===== config.mk =====
export PLATFORM = sky130hd
export DESIGN_NAME = param_channel_decoder
export DESIGN_NICKNAME = d
export VERILOG_FILES = /design/src/logic/pchan_pkg.sv /design/src/logic/param_channel_decoder.sv /design/src/logic/reset_sync.sv /design/src/logic/page_offset_map.sv
export VERILOG_INCLUDE_DIRS = /design/src /design/src/logic
export SDC_FILE = /design/constraint.sdc
export NUM_CORES = 2
export LEC_CHECK = 0
export BUFFER_PORTS_ARGS = -buffer_cell sky130_fd_sc_hd__buf_2
export CORE_ASPECT_RATIO = 0.75
export CORE_UTILIZATION = 25
export DETAILED_ROUTE_END_ITERATION = 8
export PLACE_DENSITY = 0.46
export SLEW_MARGIN = 20
export SYNTH_ARGS = -nofsm -noshare
export SYNTH_HDL_FRONTEND = slang
export SYNTH_SLANG_ARGS = --single-unit

===== constraint.sdc =====
create_clock -name clk -period 113.7 [get_ports clk]
set_input_delay 22.74 -clock clk [delete_from_list [all_inputs] [get_ports clk]]
set_output_delay 22.74 -clock clk [all_outputs]
set_load 0.1 [all_outputs]

===== src/logic/pchan_defines.svh =====
// Constants of the parameter channel decoder
`ifndef PCHAN_DEFINES_SVH
`define PCHAN_DEFINES_SVH
`define A_REQ_HDR  8'h00
`define A_REQ_IDX  8'h04
`define A_REQ_VHI  8'h08
`define A_REQ_VLO  8'h0c
`define A_CTRL     8'h10
`define A_STATUS   8'h14
`define A_RSP_HDR  8'h18
`define A_RSP_IDX  8'h1c
`define A_RSP_VHI  8'h20
`define A_RSP_VLO  8'h24
`define A_DEV      8'h28
`define A_TSEL     8'h2c
`define A_TNUM     8'h30
`define A_TATTR    8'h34
`define A_TLLO     8'h38
`define A_TLHI     8'h3c
`define A_TCLO     8'h40
`define A_TCHI     8'h44
`define A_TMASK    8'h48
`define A_TVAL     8'h4c
`define RESP_OKAY   2'h0
`define RESP_SLVERR 2'h2
`define CTRL_GO     0
`define ST_DONE     0
`define ST_BUSY     1
`define ST_ERR      2
`define AT_FIXED    0
`define AT_INDEXED  1
`define AT_DESC     2
`define AT_RSTONLY  3
`define AT_KEY      4
`define AT_ACODE    5
`define AT_NOENA    6
`define AT_COMM     7
`define AT_PROT     8
`define AT_DEACT    9
`define AT_SET      10
`define AT_SET68    11
`define AT_TYPE     13:12
`define AT_CNT      19:16
`define DS_CTL_EN   0
`define DS_MASTER   1
`define DS_KEY      2
`define DS_ACODE    3
`define DS_KHP      4
`define DS_OPBUSY   5
`define DS_NARROW   6
`define DS_PERMIT   7
`define DS_CSEL     15:8
`define TS_ELEM_LSB 8
`define TY_8   2'h0
`define TY_16  2'h1
`define TY_32  2'h2
`define TY_CON 2'h3
`define CONN_TAG  6'h3f
`define COMM_SEL  8'h0f
`define PNU_MAX   11'h7cf
`define SET_MAX   32'h0000001f
`define RQ_NONE 4'h0
`define RQ_RD   4'h1
`define RQ_WRW  4'h2
`define RQ_WRD  4'h3
`define RQ_DESC 4'h4
`define RQ_RDF  4'h6
`define RQ_WRFW 4'h7
`define RQ_WRFD 4'h8
`define RQ_CNT  4'h9
`define RS_NONE 4'h0
`define RS_W    4'h1
`define RS_D    4'h2
`define RS_DESC 4'h3
`define RS_FW   4'h4
`define RS_FD   4'h5
`define RS_CNT  4'h6
`define RS_ERR  4'h7
`define E_NOPAR 8'h00
`define E_FIXED 8'h01
`define E_LIMIT 8'h02
`define E_SUBIX 8'h03
`define E_NOARR 8'h04
`define E_TYPE  8'h05
`define E_RSTO  8'h06
`define E_DESC  8'h07
`define E_NOMST 8'h0b
`define E_KEY   8'h0c
`define E_OPST  8'h11
`define E_INADM 8'h14
`define E_DEACT 8'h65
`define E_WIDTH 8'h66
`define E_ILVAL 8'h68
`define E_NOREQ 8'h6a
`define E_ENAB  8'h6b
`define E_COMM  8'h86
`define E_KHP   8'h87
`define E_CURLO 8'hc8
`define E_CURHI 8'hc9
`define E_ACODE 8'hcc
`define PG_0     8'h00
`define PG_2000  8'h80
`define PG_6000  8'h90
`define PG_8000  8'h20
`define PG_10000 8'ha0
`define PG_20000 8'h50
`define PG_30000 8'hf0
`define PG_60000 8'h74
`define OF_2000  16'h07d0
`define OF_6000  16'h1770
`define OF_8000  16'h1f40
`define OF_10000 16'h2710
`define OF_20000 16'h4e20
`define OF_30000 16'h7530
`define OF_60000 16'hea60
`endif


===== src/logic/pchan_pkg.sv =====
// Types shared by the parameter channel decoder
package pchan_pkg;
  typedef enum logic {ST_IDLE, ST_EVAL} eval_state_e;
  typedef logic [7:0] err_t;
  typedef logic [1:0] ptype_t;
endpackage


===== src/logic/param_channel_decoder.sv =====
// Parameter channel decoder with AXI4-Lite register access
//
// Local design decisions: the address map and the AXI4-Lite register port.
`include "pchan_defines.svh"
module param_channel_decoder
#(
  parameter int SLOTS = 4,
  parameter int ELEMS = 4
)
(
  input  wire logic        clk,
  input  wire logic        rst_n,
  input  wire logic [7:0]  s_axi_awaddr,
  input  wire logic        s_axi_awvalid,
  output logic             s_axi_awready,
  input  wire logic [31:0] s_axi_wdata,
  input  wire logic [3:0]  s_axi_wstrb,
  input  wire logic        s_axi_wvalid,
  output logic             s_axi_wready,
  output logic [1:0]       s_axi_bresp,
  output logic             s_axi_bvalid,
  input  wire logic        s_axi_bready,
  input  wire logic [7:0]  s_axi_araddr,
  input  wire logic        s_axi_arvalid,
  output logic             s_axi_arready,
  output logic [31:0]      s_axi_rdata,
  output logic [1:0]       s_axi_rresp,
  output logic             s_axi_rvalid,
  input  wire logic        s_axi_rready
);
  localparam int SW = (SLOTS > 1) ? $clog2(SLOTS) : 1;
  localparam int EW = (ELEMS > 1) ? $clog2(ELEMS) : 1;

  logic                     rst_i_n;
  logic [7:0]               aw_addr;
  logic [31:0]              w_data;
  logic [3:0]               w_strb;
  logic [15:0]              req_hdr;
  logic [15:0]              req_idx;
  logic [15:0]              req_vhi;
  logic [15:0]              req_vlo;
  logic [15:0]              rsp_hdr;
  logic [15:0]              rsp_idx;
  logic [15:0]              rsp_vhi;
  logic [15:0]              rsp_vlo;
  logic [15:0]              dev_state;
  logic [15:0]              tab_sel;
  logic                     done;
  logic                     last_err;
  pchan_pkg::eval_state_e   state;
  pchan_pkg::eval_state_e   next_state;
  logic [15:0]              p_num  [SLOTS];
  logic [31:0]              p_attr [SLOTS];
  logic [31:0]              p_llo  [SLOTS];
  logic [31:0]              p_lhi  [SLOTS];
  logic [31:0]              p_clo  [SLOTS];
  logic [31:0]              p_chi  [SLOTS];
  logic [31:0]              p_mask [SLOTS];
  logic [31:0]              p_val  [SLOTS*ELEMS];

  // Byte-lane merge of a write into the current contents
  function automatic logic [31:0] merge(input logic [31:0] old, input logic [31:0] nw,
                                        input logic [3:0] strb);
    logic [31:0] r;
    r = old;
    for (int b = 0; b < 4; b++)
      if (strb[b])
        r[b*8 +: 8] = nw[b*8 +: 8];
    return r;
  endfunction

  function automatic logic mapped(input logic [7:0] a);
    return (a[1:0] == 2'h0) && (a <= `A_TVAL);
  endfunction

  // Plain values come back right-aligned with upper bits cleared
  function automatic logic [31:0] fmt(input pchan_pkg::ptype_t t, input logic [31:0] v);
    logic [31:0] r;
    r = v;
    if (t == `TY_8)
      r = {24'h000000, v[7:0]};
    else if (t == `TY_16)
      r = {16'h0000, v[15:0]};
    return r;
  endfunction

  wire [SW-1:0] tsl = tab_sel[SW-1:0];
  wire [EW-1:0] tel = tab_sel[`TS_ELEM_LSB +: EW];

  function automatic logic [31:0] regread(input logic [7:0] a);
    logic [31:0] r;
    r = 32'h00000000;
    unique case (a)
      `A_REQ_HDR: r = {16'h0000, req_hdr};
      `A_REQ_IDX: r = {16'h0000, req_idx};
      `A_REQ_VHI: r = {16'h0000, req_vhi};
      `A_REQ_VLO: r = {16'h0000, req_vlo};
      `A_STATUS:  r = {29'h00000000, last_err, state == pchan_pkg::ST_EVAL, done};
      `A_RSP_HDR: r = {16'h0000, rsp_hdr};
      `A_RSP_IDX: r = {16'h0000, rsp_idx};
      `A_RSP_VHI: r = {16'h0000, rsp_vhi};
      `A_RSP_VLO: r = {16'h0000, rsp_vlo};
      `A_DEV:     r = {16'h0000, dev_state};
      `A_TSEL:    r = {16'h0000, tab_sel};
      `A_TNUM:    r = {16'h0000, p_num[tsl]};
      `A_TATTR:   r = p_attr[tsl];
      `A_TLLO:    r = p_llo[tsl];
      `A_TLHI:    r = p_lhi[tsl];
      `A_TCLO:    r = p_clo[tsl];
      `A_TCHI:    r = p_chi[tsl];
      `A_TMASK:   r = p_mask[tsl];
      `A_TVAL:    r = p_val[{tsl, tel}];
      default:    r = 32'h00000000;
    endcase
    return r;
  endfunction

  reset_sync u_reset_sync
  (
    .clk        (clk),
    .rst_n      (rst_n),
    .rst_sync_n (rst_i_n)
  );

  // Bus write side: address and data held until both are in
  wire         wr_do   = !s_axi_awready && !s_axi_wready && !s_axi_bvalid;
  wire [31:0]  wmerged = merge(regread(aw_addr), w_data, w_strb);
  wire         wr_ctrl = wr_do && (aw_addr == `A_CTRL);
  wire         go      = wr_ctrl && w_strb[0] && w_data[`CTRL_GO] &&
                         (state == pchan_pkg::ST_IDLE);
  wire         clr_dn  = wr_do && (aw_addr == `A_STATUS) && w_strb[0] && w_data[`ST_DONE];

  always_ff @(posedge clk or negedge rst_i_n)
  begin
    if (!rst_i_n)
    begin
      s_axi_awready <= 1'b1;
      s_axi_wready  <= 1'b1;
      s_axi_bvalid  <= 1'b0;
      s_axi_bresp   <= `RESP_OKAY;
      aw_addr       <= 8'h00;
      w_data        <= 32'h00000000;
      w_strb        <= 4'h0;
    end
    else
    begin
      if (s_axi_awvalid && s_axi_awready)
      begin
        s_axi_awready <= 1'b0;
        aw_addr       <= s_axi_awaddr;
      end
      else if (wr_do)
        s_axi_awready <= 1'b1;
      if (s_axi_wvalid && s_axi_wready)
      begin
        s_axi_wready <= 1'b0;
        w_data       <= s_axi_wdata;
        w_strb       <= s_axi_wstrb;
      end
      else if (wr_do)
        s_axi_wready <= 1'b1;
      if (wr_do)
      begin
        s_axi_bvalid <= 1'b1;
        s_axi_bresp  <= mapped(aw_addr) ? `RESP_OKAY : `RESP_SLVERR;
      end
      else if (s_axi_bready)
        s_axi_bvalid <= 1'b0;
    end
  end

  always_ff @(posedge clk or negedge rst_i_n)
  begin
    if (!rst_i_n)
    begin
      s_axi_arready <= 1'b1;
      s_axi_rvalid  <= 1'b0;
      s_axi_rdata   <= 32'h00000000;
      s_axi_rresp   <= `RESP_OKAY;
    end
    else if (s_axi_arvalid && s_axi_arready)
    begin
      s_axi_arready <= 1'b0;
      s_axi_rvalid  <= 1'b1;
      s_axi_rdata   <= regread(s_axi_araddr);
      s_axi_rresp   <= mapped(s_axi_araddr) ? `RESP_OKAY : `RESP_SLVERR;
    end
    else if (s_axi_rvalid && s_axi_rready)
    begin
      s_axi_rvalid  <= 1'b0;
      s_axi_arready <= 1'b1;
    end
  end

  // Request fields; value words are not looked at on reads
  wire [3:0]  code = req_hdr[15:12];
  wire [10:0] parameter_number_field  = req_hdr[10:0];
  wire [7:0]  sub  = req_idx[15:8];
  wire [7:0]  page = req_idx[7:0];
  wire [31:0] val  = {req_vhi, req_vlo};
  logic [15:0] full_num;
  logic        num_ok;

  page_offset_map u_page_offset_map
  (
    .page     (page),
    .parameter_number_field      (parameter_number_field),
    .full_num (full_num),
    .valid    (num_ok)
  );

  logic          hit;
  logic [SW-1:0] slot;

  always_comb
  begin
    hit  = 1'b0;
    slot = '0;
    for (int i = 0; i < SLOTS; i++)
      if (!hit && num_ok && (p_num[i] == full_num))
      begin
        hit  = 1'b1;
        slot = i[SW-1:0];
      end
  end

  wire [31:0]           attr   = p_attr[slot];
  pchan_pkg::ptype_t    ptype;
  assign ptype = attr[`AT_TYPE];
  wire [3:0]  cnt    = attr[`AT_CNT];
  wire        is_rd  = (code == `RQ_RD) || (code == `RQ_RDF);
  wire        is_dw  = (code == `RQ_WRD) || (code == `RQ_WRFD);
  wire        is_wr  = is_dw || (code == `RQ_WRW) || (code == `RQ_WRFW);
  wire        supp   = is_rd || is_wr || (code == `RQ_NONE) || (code == `RQ_DESC) ||
                       (code == `RQ_CNT);
  wire        wide   = (ptype == `TY_32) || (ptype == `TY_CON);
  wire [EW-1:0] eidx = attr[`AT_INDEXED] ? sub[EW-1:0] : '0;
  wire [31:0] cur    = fmt(ptype, p_val[{slot, eidx}]);
  wire        is_con = (req_vlo[15:10] == `CONN_TAG);
  wire        type_ok = (ptype == `TY_CON) ? (is_dw && is_con) :
                        (ptype == `TY_32)  ? is_dw :
                        (ptype == `TY_16)  ? (!is_dw && (req_vhi == 16'h0000)) :
                        (!is_dw && (req_vhi == 16'h0000) && (req_vlo[15:8] == 8'h00));
  wire [31:0] wval   = wide ? val : {16'h0000, req_vlo};
  wire        lim    = (ptype != `TY_CON);
  wire        in_set = (wval <= `SET_MAX) && p_mask[slot][wval[4:0]];

  pchan_pkg::err_t err;
  logic            fail;

  // One error per request: earlier checks shadow later ones
  always_comb
  begin
    fail = 1'b1;
    err  = `E_NOPAR;
    if (!supp)
      err = `E_NOREQ;
    else if (code == `RQ_NONE)
      fail = 1'b0;
    else if (!hit)
      err = `E_NOPAR;
    else if (attr[`AT_PROT] && dev_state[`DS_KHP])
      err = `E_KHP;
    else if (attr[`AT_DEACT])
      err = `E_DEACT;
    else if (dev_state[`DS_OPBUSY])
      err = `E_OPST;
    else if (!attr[`AT_INDEXED] && (sub != 8'h00))
      err = `E_NOARR;
    else if (attr[`AT_INDEXED] && (sub >= {4'h0, cnt}))
      err = `E_SUBIX;
    else if (is_rd && wide && dev_state[`DS_NARROW])
      err = `E_WIDTH;
    else if (!is_wr)
      fail = 1'b0;
    else if (attr[`AT_FIXED])
      err = `E_FIXED;
    else if (attr[`AT_DESC])
      err = `E_DESC;
    else if (!dev_state[`DS_MASTER])
      err = `E_NOMST;
    else if (attr[`AT_KEY] && !dev_state[`DS_KEY])
      err = `E_KEY;
    else if (attr[`AT_ACODE] && !dev_state[`DS_ACODE])
      err = `E_ACODE;
    else if (attr[`AT_NOENA] && dev_state[`DS_CTL_EN])
      err = `E_ENAB;
    else if (attr[`AT_COMM] && (dev_state[`DS_CSEL] != `COMM_SEL))
      err = `E_COMM;
    else if (!type_ok)
      err = `E_TYPE;
    else if (attr[`AT_RSTONLY] && (wval != 32'h00000000) && !dev_state[`DS_PERMIT])
      err = `E_RSTO;
    else if (lim && ((wval < p_llo[slot]) || (wval > p_lhi[slot])))
      err = `E_LIMIT;
    else if (lim && (wval < p_clo[slot]))
      err = `E_CURLO;
    else if (lim && (wval > p_chi[slot]))
      err = `E_CURHI;
    else if (attr[`AT_SET] && !in_set)
      err = attr[`AT_SET68] ? `E_ILVAL : `E_INADM;
    else
      fail = 1'b0;
  end

  logic [3:0]  ok_code;
  logic [31:0] ok_val;

  always_comb
  begin
    ok_val = 32'h00000000;
    unique case (code)
      `RQ_RD:   ok_code = wide ? `RS_D : `RS_W;
      `RQ_RDF:  ok_code = wide ? `RS_FD : `RS_FW;
      `RQ_WRW:  ok_code = `RS_W;
      `RQ_WRD:  ok_code = `RS_D;
      `RQ_WRFW: ok_code = `RS_FW;
      `RQ_WRFD: ok_code = `RS_FD;
      `RQ_DESC: ok_code = `RS_DESC;
      `RQ_CNT:  ok_code = `RS_CNT;
      default:  ok_code = `RS_NONE;
    endcase
    if (is_rd)
      ok_val = cur;
    else if (is_wr)
      ok_val = wide ? wval : fmt(ptype, wval);
    else if (code == `RQ_DESC)
      ok_val = attr;
    else if (code == `RQ_CNT)
      ok_val = {28'h0000000, cnt};
  end

  wire [3:0]  next_code = fail ? `RS_ERR : ok_code;
  wire [31:0] next_val  = fail ? {8'h00, err, 16'h0000} : ok_val;
  wire        commit    = (state == pchan_pkg::ST_EVAL) && is_wr && !fail;

  assign next_state = go ? pchan_pkg::ST_EVAL : pchan_pkg::ST_IDLE;

  always_ff @(posedge clk or negedge rst_i_n)
  begin
    if (!rst_i_n)
    begin
      state    <= pchan_pkg::ST_IDLE;
      done     <= 1'b0;
      last_err <= 1'b0;
      rsp_hdr  <= 16'h0000;
      rsp_idx  <= 16'h0000;
      rsp_vhi  <= 16'h0000;
      rsp_vlo  <= 16'h0000;
    end
    else
    begin
      state <= next_state;
      // A completion in the clearing cycle keeps the flag set
      done  <= (state == pchan_pkg::ST_EVAL) || (done && !clr_dn);
      if (state == pchan_pkg::ST_EVAL)
      begin
        last_err <= fail;
        rsp_hdr  <= {next_code, 1'b0, parameter_number_field};
        rsp_idx  <= req_idx;
        rsp_vhi  <= next_val[31:16];
        rsp_vlo  <= next_val[15:0];
      end
    end
  end

  // Software-facing registers and the parameter table
  always_ff @(posedge clk or negedge rst_i_n)
  begin
    if (!rst_i_n)
    begin
      req_hdr   <= 16'h0000;
      req_idx   <= 16'h0000;
      req_vhi   <= 16'h0000;
      req_vlo   <= 16'h0000;
      dev_state <= 16'h0000;
      tab_sel   <= 16'h0000;
      for (int i = 0; i < SLOTS; i++)
      begin
        p_num[i]  <= 16'h0000;
        p_attr[i] <= 32'h00000000;
        p_llo[i]  <= 32'h00000000;
        p_lhi[i]  <= 32'h00000000;
        p_clo[i]  <= 32'h00000000;
        p_chi[i]  <= 32'h00000000;
        p_mask[i] <= 32'h00000000;
      end
      for (int j = 0; j < SLOTS*ELEMS; j++)
        p_val[j] <= 32'h00000000;
    end
    else
    begin
      if (commit)
        p_val[{slot, eidx}] <= wval;
      else if (wr_do && (aw_addr == `A_TVAL))
        p_val[{tsl, tel}] <= wmerged;
      if (wr_do)
      begin
        unique case (aw_addr)
          `A_REQ_HDR: req_hdr   <= wmerged[15:0];
          `A_REQ_IDX: req_idx   <= wmerged[15:0];
          `A_REQ_VHI: req_vhi   <= wmerged[15:0];
          `A_REQ_VLO: req_vlo   <= wmerged[15:0];
          `A_DEV:     dev_state <= wmerged[15:0];
          `A_TSEL:    tab_sel   <= wmerged[15:0];
          `A_TNUM:    p_num[tsl]  <= wmerged[15:0];
          `A_TATTR:   p_attr[tsl] <= wmerged;
          `A_TLLO:    p_llo[tsl]  <= wmerged;
          `A_TLHI:    p_lhi[tsl]  <= wmerged;
          `A_TCLO:    p_clo[tsl]  <= wmerged;
          `A_TCHI:    p_chi[tsl]  <= wmerged;
          `A_TMASK:   p_mask[tsl] <= wmerged;
          default:    ;
        endcase
      end
    end
  end
endmodule // param_channel_decoder


===== src/logic/reset_sync.sv =====
// Two-stage release synchroniser for the active-low reset
module reset_sync
(
  input  wire logic clk,
  input  wire logic rst_n,
  output logic      rst_sync_n
);
  logic stage1;

  always_ff @(posedge clk or negedge rst_n)
  begin
    if (!rst_n)
    begin
      stage1     <= 1'b0;
      rst_sync_n <= 1'b0;
    end
    else
    begin
      stage1     <= 1'b1;
      rst_sync_n <= stage1;
    end
  end
endmodule // reset_sync


===== src/logic/page_offset_map.sv =====
// Full parameter number from number field and page index
`include "pchan_defines.svh"
module page_offset_map
(
  input  wire logic [7:0]  page,
  input  wire logic [10:0] parameter_number_field,
  output logic      [15:0] full_num,
  output logic             valid
);
  logic [15:0] offset;
  logic        page_ok;

  always_comb
  begin
    page_ok = 1'b1;
    unique case (page)
      `PG_0:     offset = 16'h0000;
      `PG_2000:  offset = `OF_2000;
      `PG_6000:  offset = `OF_6000;
      `PG_8000:  offset = `OF_8000;
      `PG_10000: offset = `OF_10000;
      `PG_20000: offset = `OF_20000;
      `PG_30000: offset = `OF_30000;
      `PG_60000: offset = `OF_60000;
      default:
      begin
        offset  = 16'h0000;
        page_ok = 1'b0;
      end
    endcase
  end

  assign full_num = offset + {5'h00, parameter_number_field};
  assign valid    = page_ok && (parameter_number_field <= `PNU_MAX);
endmodule // page_offset_map


==> results by group <==
CTS
  • Worst skew pair latency: 0.92 ns
  • CTS resizes: 0
  • Clock-pin slew on the worst setup and hold paths: about 0.06 ns
  • Max clock buf depth: 4
  • Post-CTS Hold Buffers: 0
  • H-tree Lvls: 4
  • Clock sinks: 1590
  • CTS Root Cell: clkbuf_16
  • CTS tree: yes
  • Num CTS Buffers: approximately 190
  • Post-CTS Setup Bufs: 0

Global routing
  • GRT overflow: 0
  • Vias in the first global route: 82000
  • Met3 Use GR: 0.1090
  • GRT Max-Usage Layer: met1
  • First-pass GRT wire length: 707.8 mm
  • Pin count of the biggest net entering global routing: 151
  • Grt met2 use: 0.3375
  • Initial antenna violation count: 35
  • GRT Util Overall: 0.2565
  • M1 GR Usage: 0.3689

Status
  • Status: complete, no violations

Drt
  • Vias post-DR: just under 90000
  • Avg WL per Cell: approximately 36 um
  • DR pass1 iterations: 7
  • Antenna Violating Nets Remaining: 0
  • DR vias/cell: 6.114
  • Total Wirelength: 516.1 mm
  • DRT iter0 DRCs: 13720
  • DRC Markers: 0

Layout
  • Design area: 0.1093 mm^2
  • Area Overhead vs Synth: 13.82%
  • Share of cells above drive strength 1: 0.2133
  • Final Non-Filler Cells: about 14000
  • Core Util, Final: 0.2867
  • NumNets Final: 9332

Timing
  • Fin. Hold Viols: 0
  • Final setup viols: 0
  • Min cycle time layout: 24.77 ns
  • RSZ-0062 raised after global routing: false
  • Worst slew pin tran: 1.268 ns
  • Setup TNS: 0 ns
  • Slew margin rel.: 0.1538
  • Clock Skews: between 0.06 and 0.07 ns
  • Tcrit/Tclk final: 0.2179
  • FMAX: 40.37 MHz
  • Slew Viols, Final: 0

Floorplanning
  • Io pins: 100
  • Initial core utilization: 0.2519
  • Die W: 717.7 um
  • Core area: 0.3813 mm^2
  • Die Y: 538.8 um
  • Rows: 196
  • Die area: 0.3867 mm^2

Placed design
  • # placed instances: 13990
  • Placer Congestion: 0.9696
  • Detail Placement HPWL: ~350 mm
  • Number of port buffers: 97
  • DP Area: 0.1029 mm^2

Synth
  • Syn Area/Cell: just over 10 um^2
  • Cell count after synthesis: approximately 9400
  • Commonest cells in the netlist: dfrtp_1, nand2_1, o21ai_0
  • Yosys top cell area share: 0.4135
  • Synth area leader: dfrtp_1
  • Ys async rst share: 1.000
  • #FFs+latches synth: 1590
  • Post-synth EDFFs: 0
  • Sequential share of the synthesized area: 0.4143
  • Top cells by area, synth: dfrtp_1, mux4_2, o21ai_0
  • Synth warn: 0
  • Mapped Area: 0.09605 mm^2
  • Distinct cell type count after synthesis: 127
  • Most instantiated library cell after synthesis: dfrtp_1
  • Post-synth top flop: dfrtp_1

Worst setup path
  • Worst Setup End Kind: flop
  • Startpoint Class: input pin
  • CP cell instances: buf_2, nor2_1, nand3b_1, nor2_4, buf_4, a222oi_1, nand4_1, a211oi_1, o21ai_0
  • CP peak stage delay: a little over 0.9 ns
  • Critical path class: in2reg
  • WP data required: 114.41 ns
  • CP Max Fanout: 32
  • Slowest stage cell, crit path: a211oi_1
  • Crit path DAT: approximately 25 ns

Job
  • Max-Cap Viols: 0

Worst hold path
  • Hold Path Class: reg2reg
-- final cells by class --
| cell class | count | area [um^2] |
|---|---|---|
| well taps | 5049 | 6317 |
| repair buffers | 463 | 3532 |
| inverters | 73 | 274.0 |
| multi-input cells | 6824 | 53200 |
| clock inverters | 71 | 858.3 |
| diodes | 11 | 27.53 |
| flip-flops and latches | 1590 | 39830 |
| fillers | 39390 | 272000 |
| clock buffers | 258 | 5290 |
-- state kept, by name, summed over array words and instances, names as in the netlist, 32 cells and up --
register	flops
s_axi_rdata	32
p_val	512
p_chi	128
p_clo	128
w_data	32
p_mask	128
p_attr	128
p_num	64
p_llo	128
p_lhi	128
-- through the flow --
step	hold slack [ns]	setup slack [ns]
floorplan	0.3312	66.10
global placement	0.3433	88.26
detailed placement	0.3362	88.15
CTS	0.3515	88.97
global route	0.3586	88.82
finish	0.3470	88.93
-- worst max-delay path, delay by kind of cell --
kind | cells | cell delay (ns)
AOI/OAI and AO/OA | 3 | 1.51
buffers and inverters | 2 | 0.48
and+or+nand+nor | 4 | 0.68
-- layout by cell type (no fill, tap or decap), types with 127 or more instances in the layout --
cell / Yosys / final
a22oi_1: 278 / 277
ha_1: 131 / 131
o22a_1: 129 / 129
mux2i_1: 251 / 227
mux2_4: 230 / 230
nor2_1: 362 / 333
a21oi_1: 255 / 250
o21ai_0: 1023 / 1012
o221ai_1: 219 / 219
buf_4: 12 / 344
nand2_1: 1245 / 1213
clkbuf_16: 0 / 191
mux4_2: 368 / 368
o22ai_1: 389 / 389
dfrtp_1: 1587 / 1574
mux2_2: 390 / 390
nand4_1: 127 / 127
-- metal layers --
layer,wire length (um),part of all wire
met1,223800,0.43
met2,198100,0.38
met3,73750,0.14
met4,19920,0.039
met5,582,0.0011
-- cell families after synthesis --
| kind of cell | count (synthesis) | synth area share |
|---|---|---|
| flops | 1590 | 0.4143 |
| compound gates | 2979 | 0.2055 |
| mux | 1297 | 0.2017 |
| xor+xnor | 64 | 0.006852 |
| other cells | 2 | 0.00007819 |
| simple gates | 2348 | 0.1101 |
| buf+inv | 1025 | 0.04416 |
| fa+ha+maj | 133 | 0.01739 |
-- worst paths after layout --
check | startpoint | to | slack, ns | cells after the start
min in group asynchronous | u_reset_sync.rst_sync_n | w_data[20] | 0.44 | 0
max in group asynchronous | rst_n | u_reset_sync.rst_sync_n | 91.97 | 1
hold reg to reg | u_reset_sync.stage1 | u_reset_sync.rst_sync_n | 0.35 | 0
setup / recovery | s_axi_araddr[5] | s_axi_rdata[11] | 88.93 | 9
setup reg to reg | req_idx[2] | p_val[134] | 99.23 | 35
hold / removal | u_reset_sync.stage1 | u_reset_sync.rst_sync_n | 0.35 | 0
Power is not shown: default switching activity piles up to over one toggle a cycle in this logic, so the estimate is an artifact.
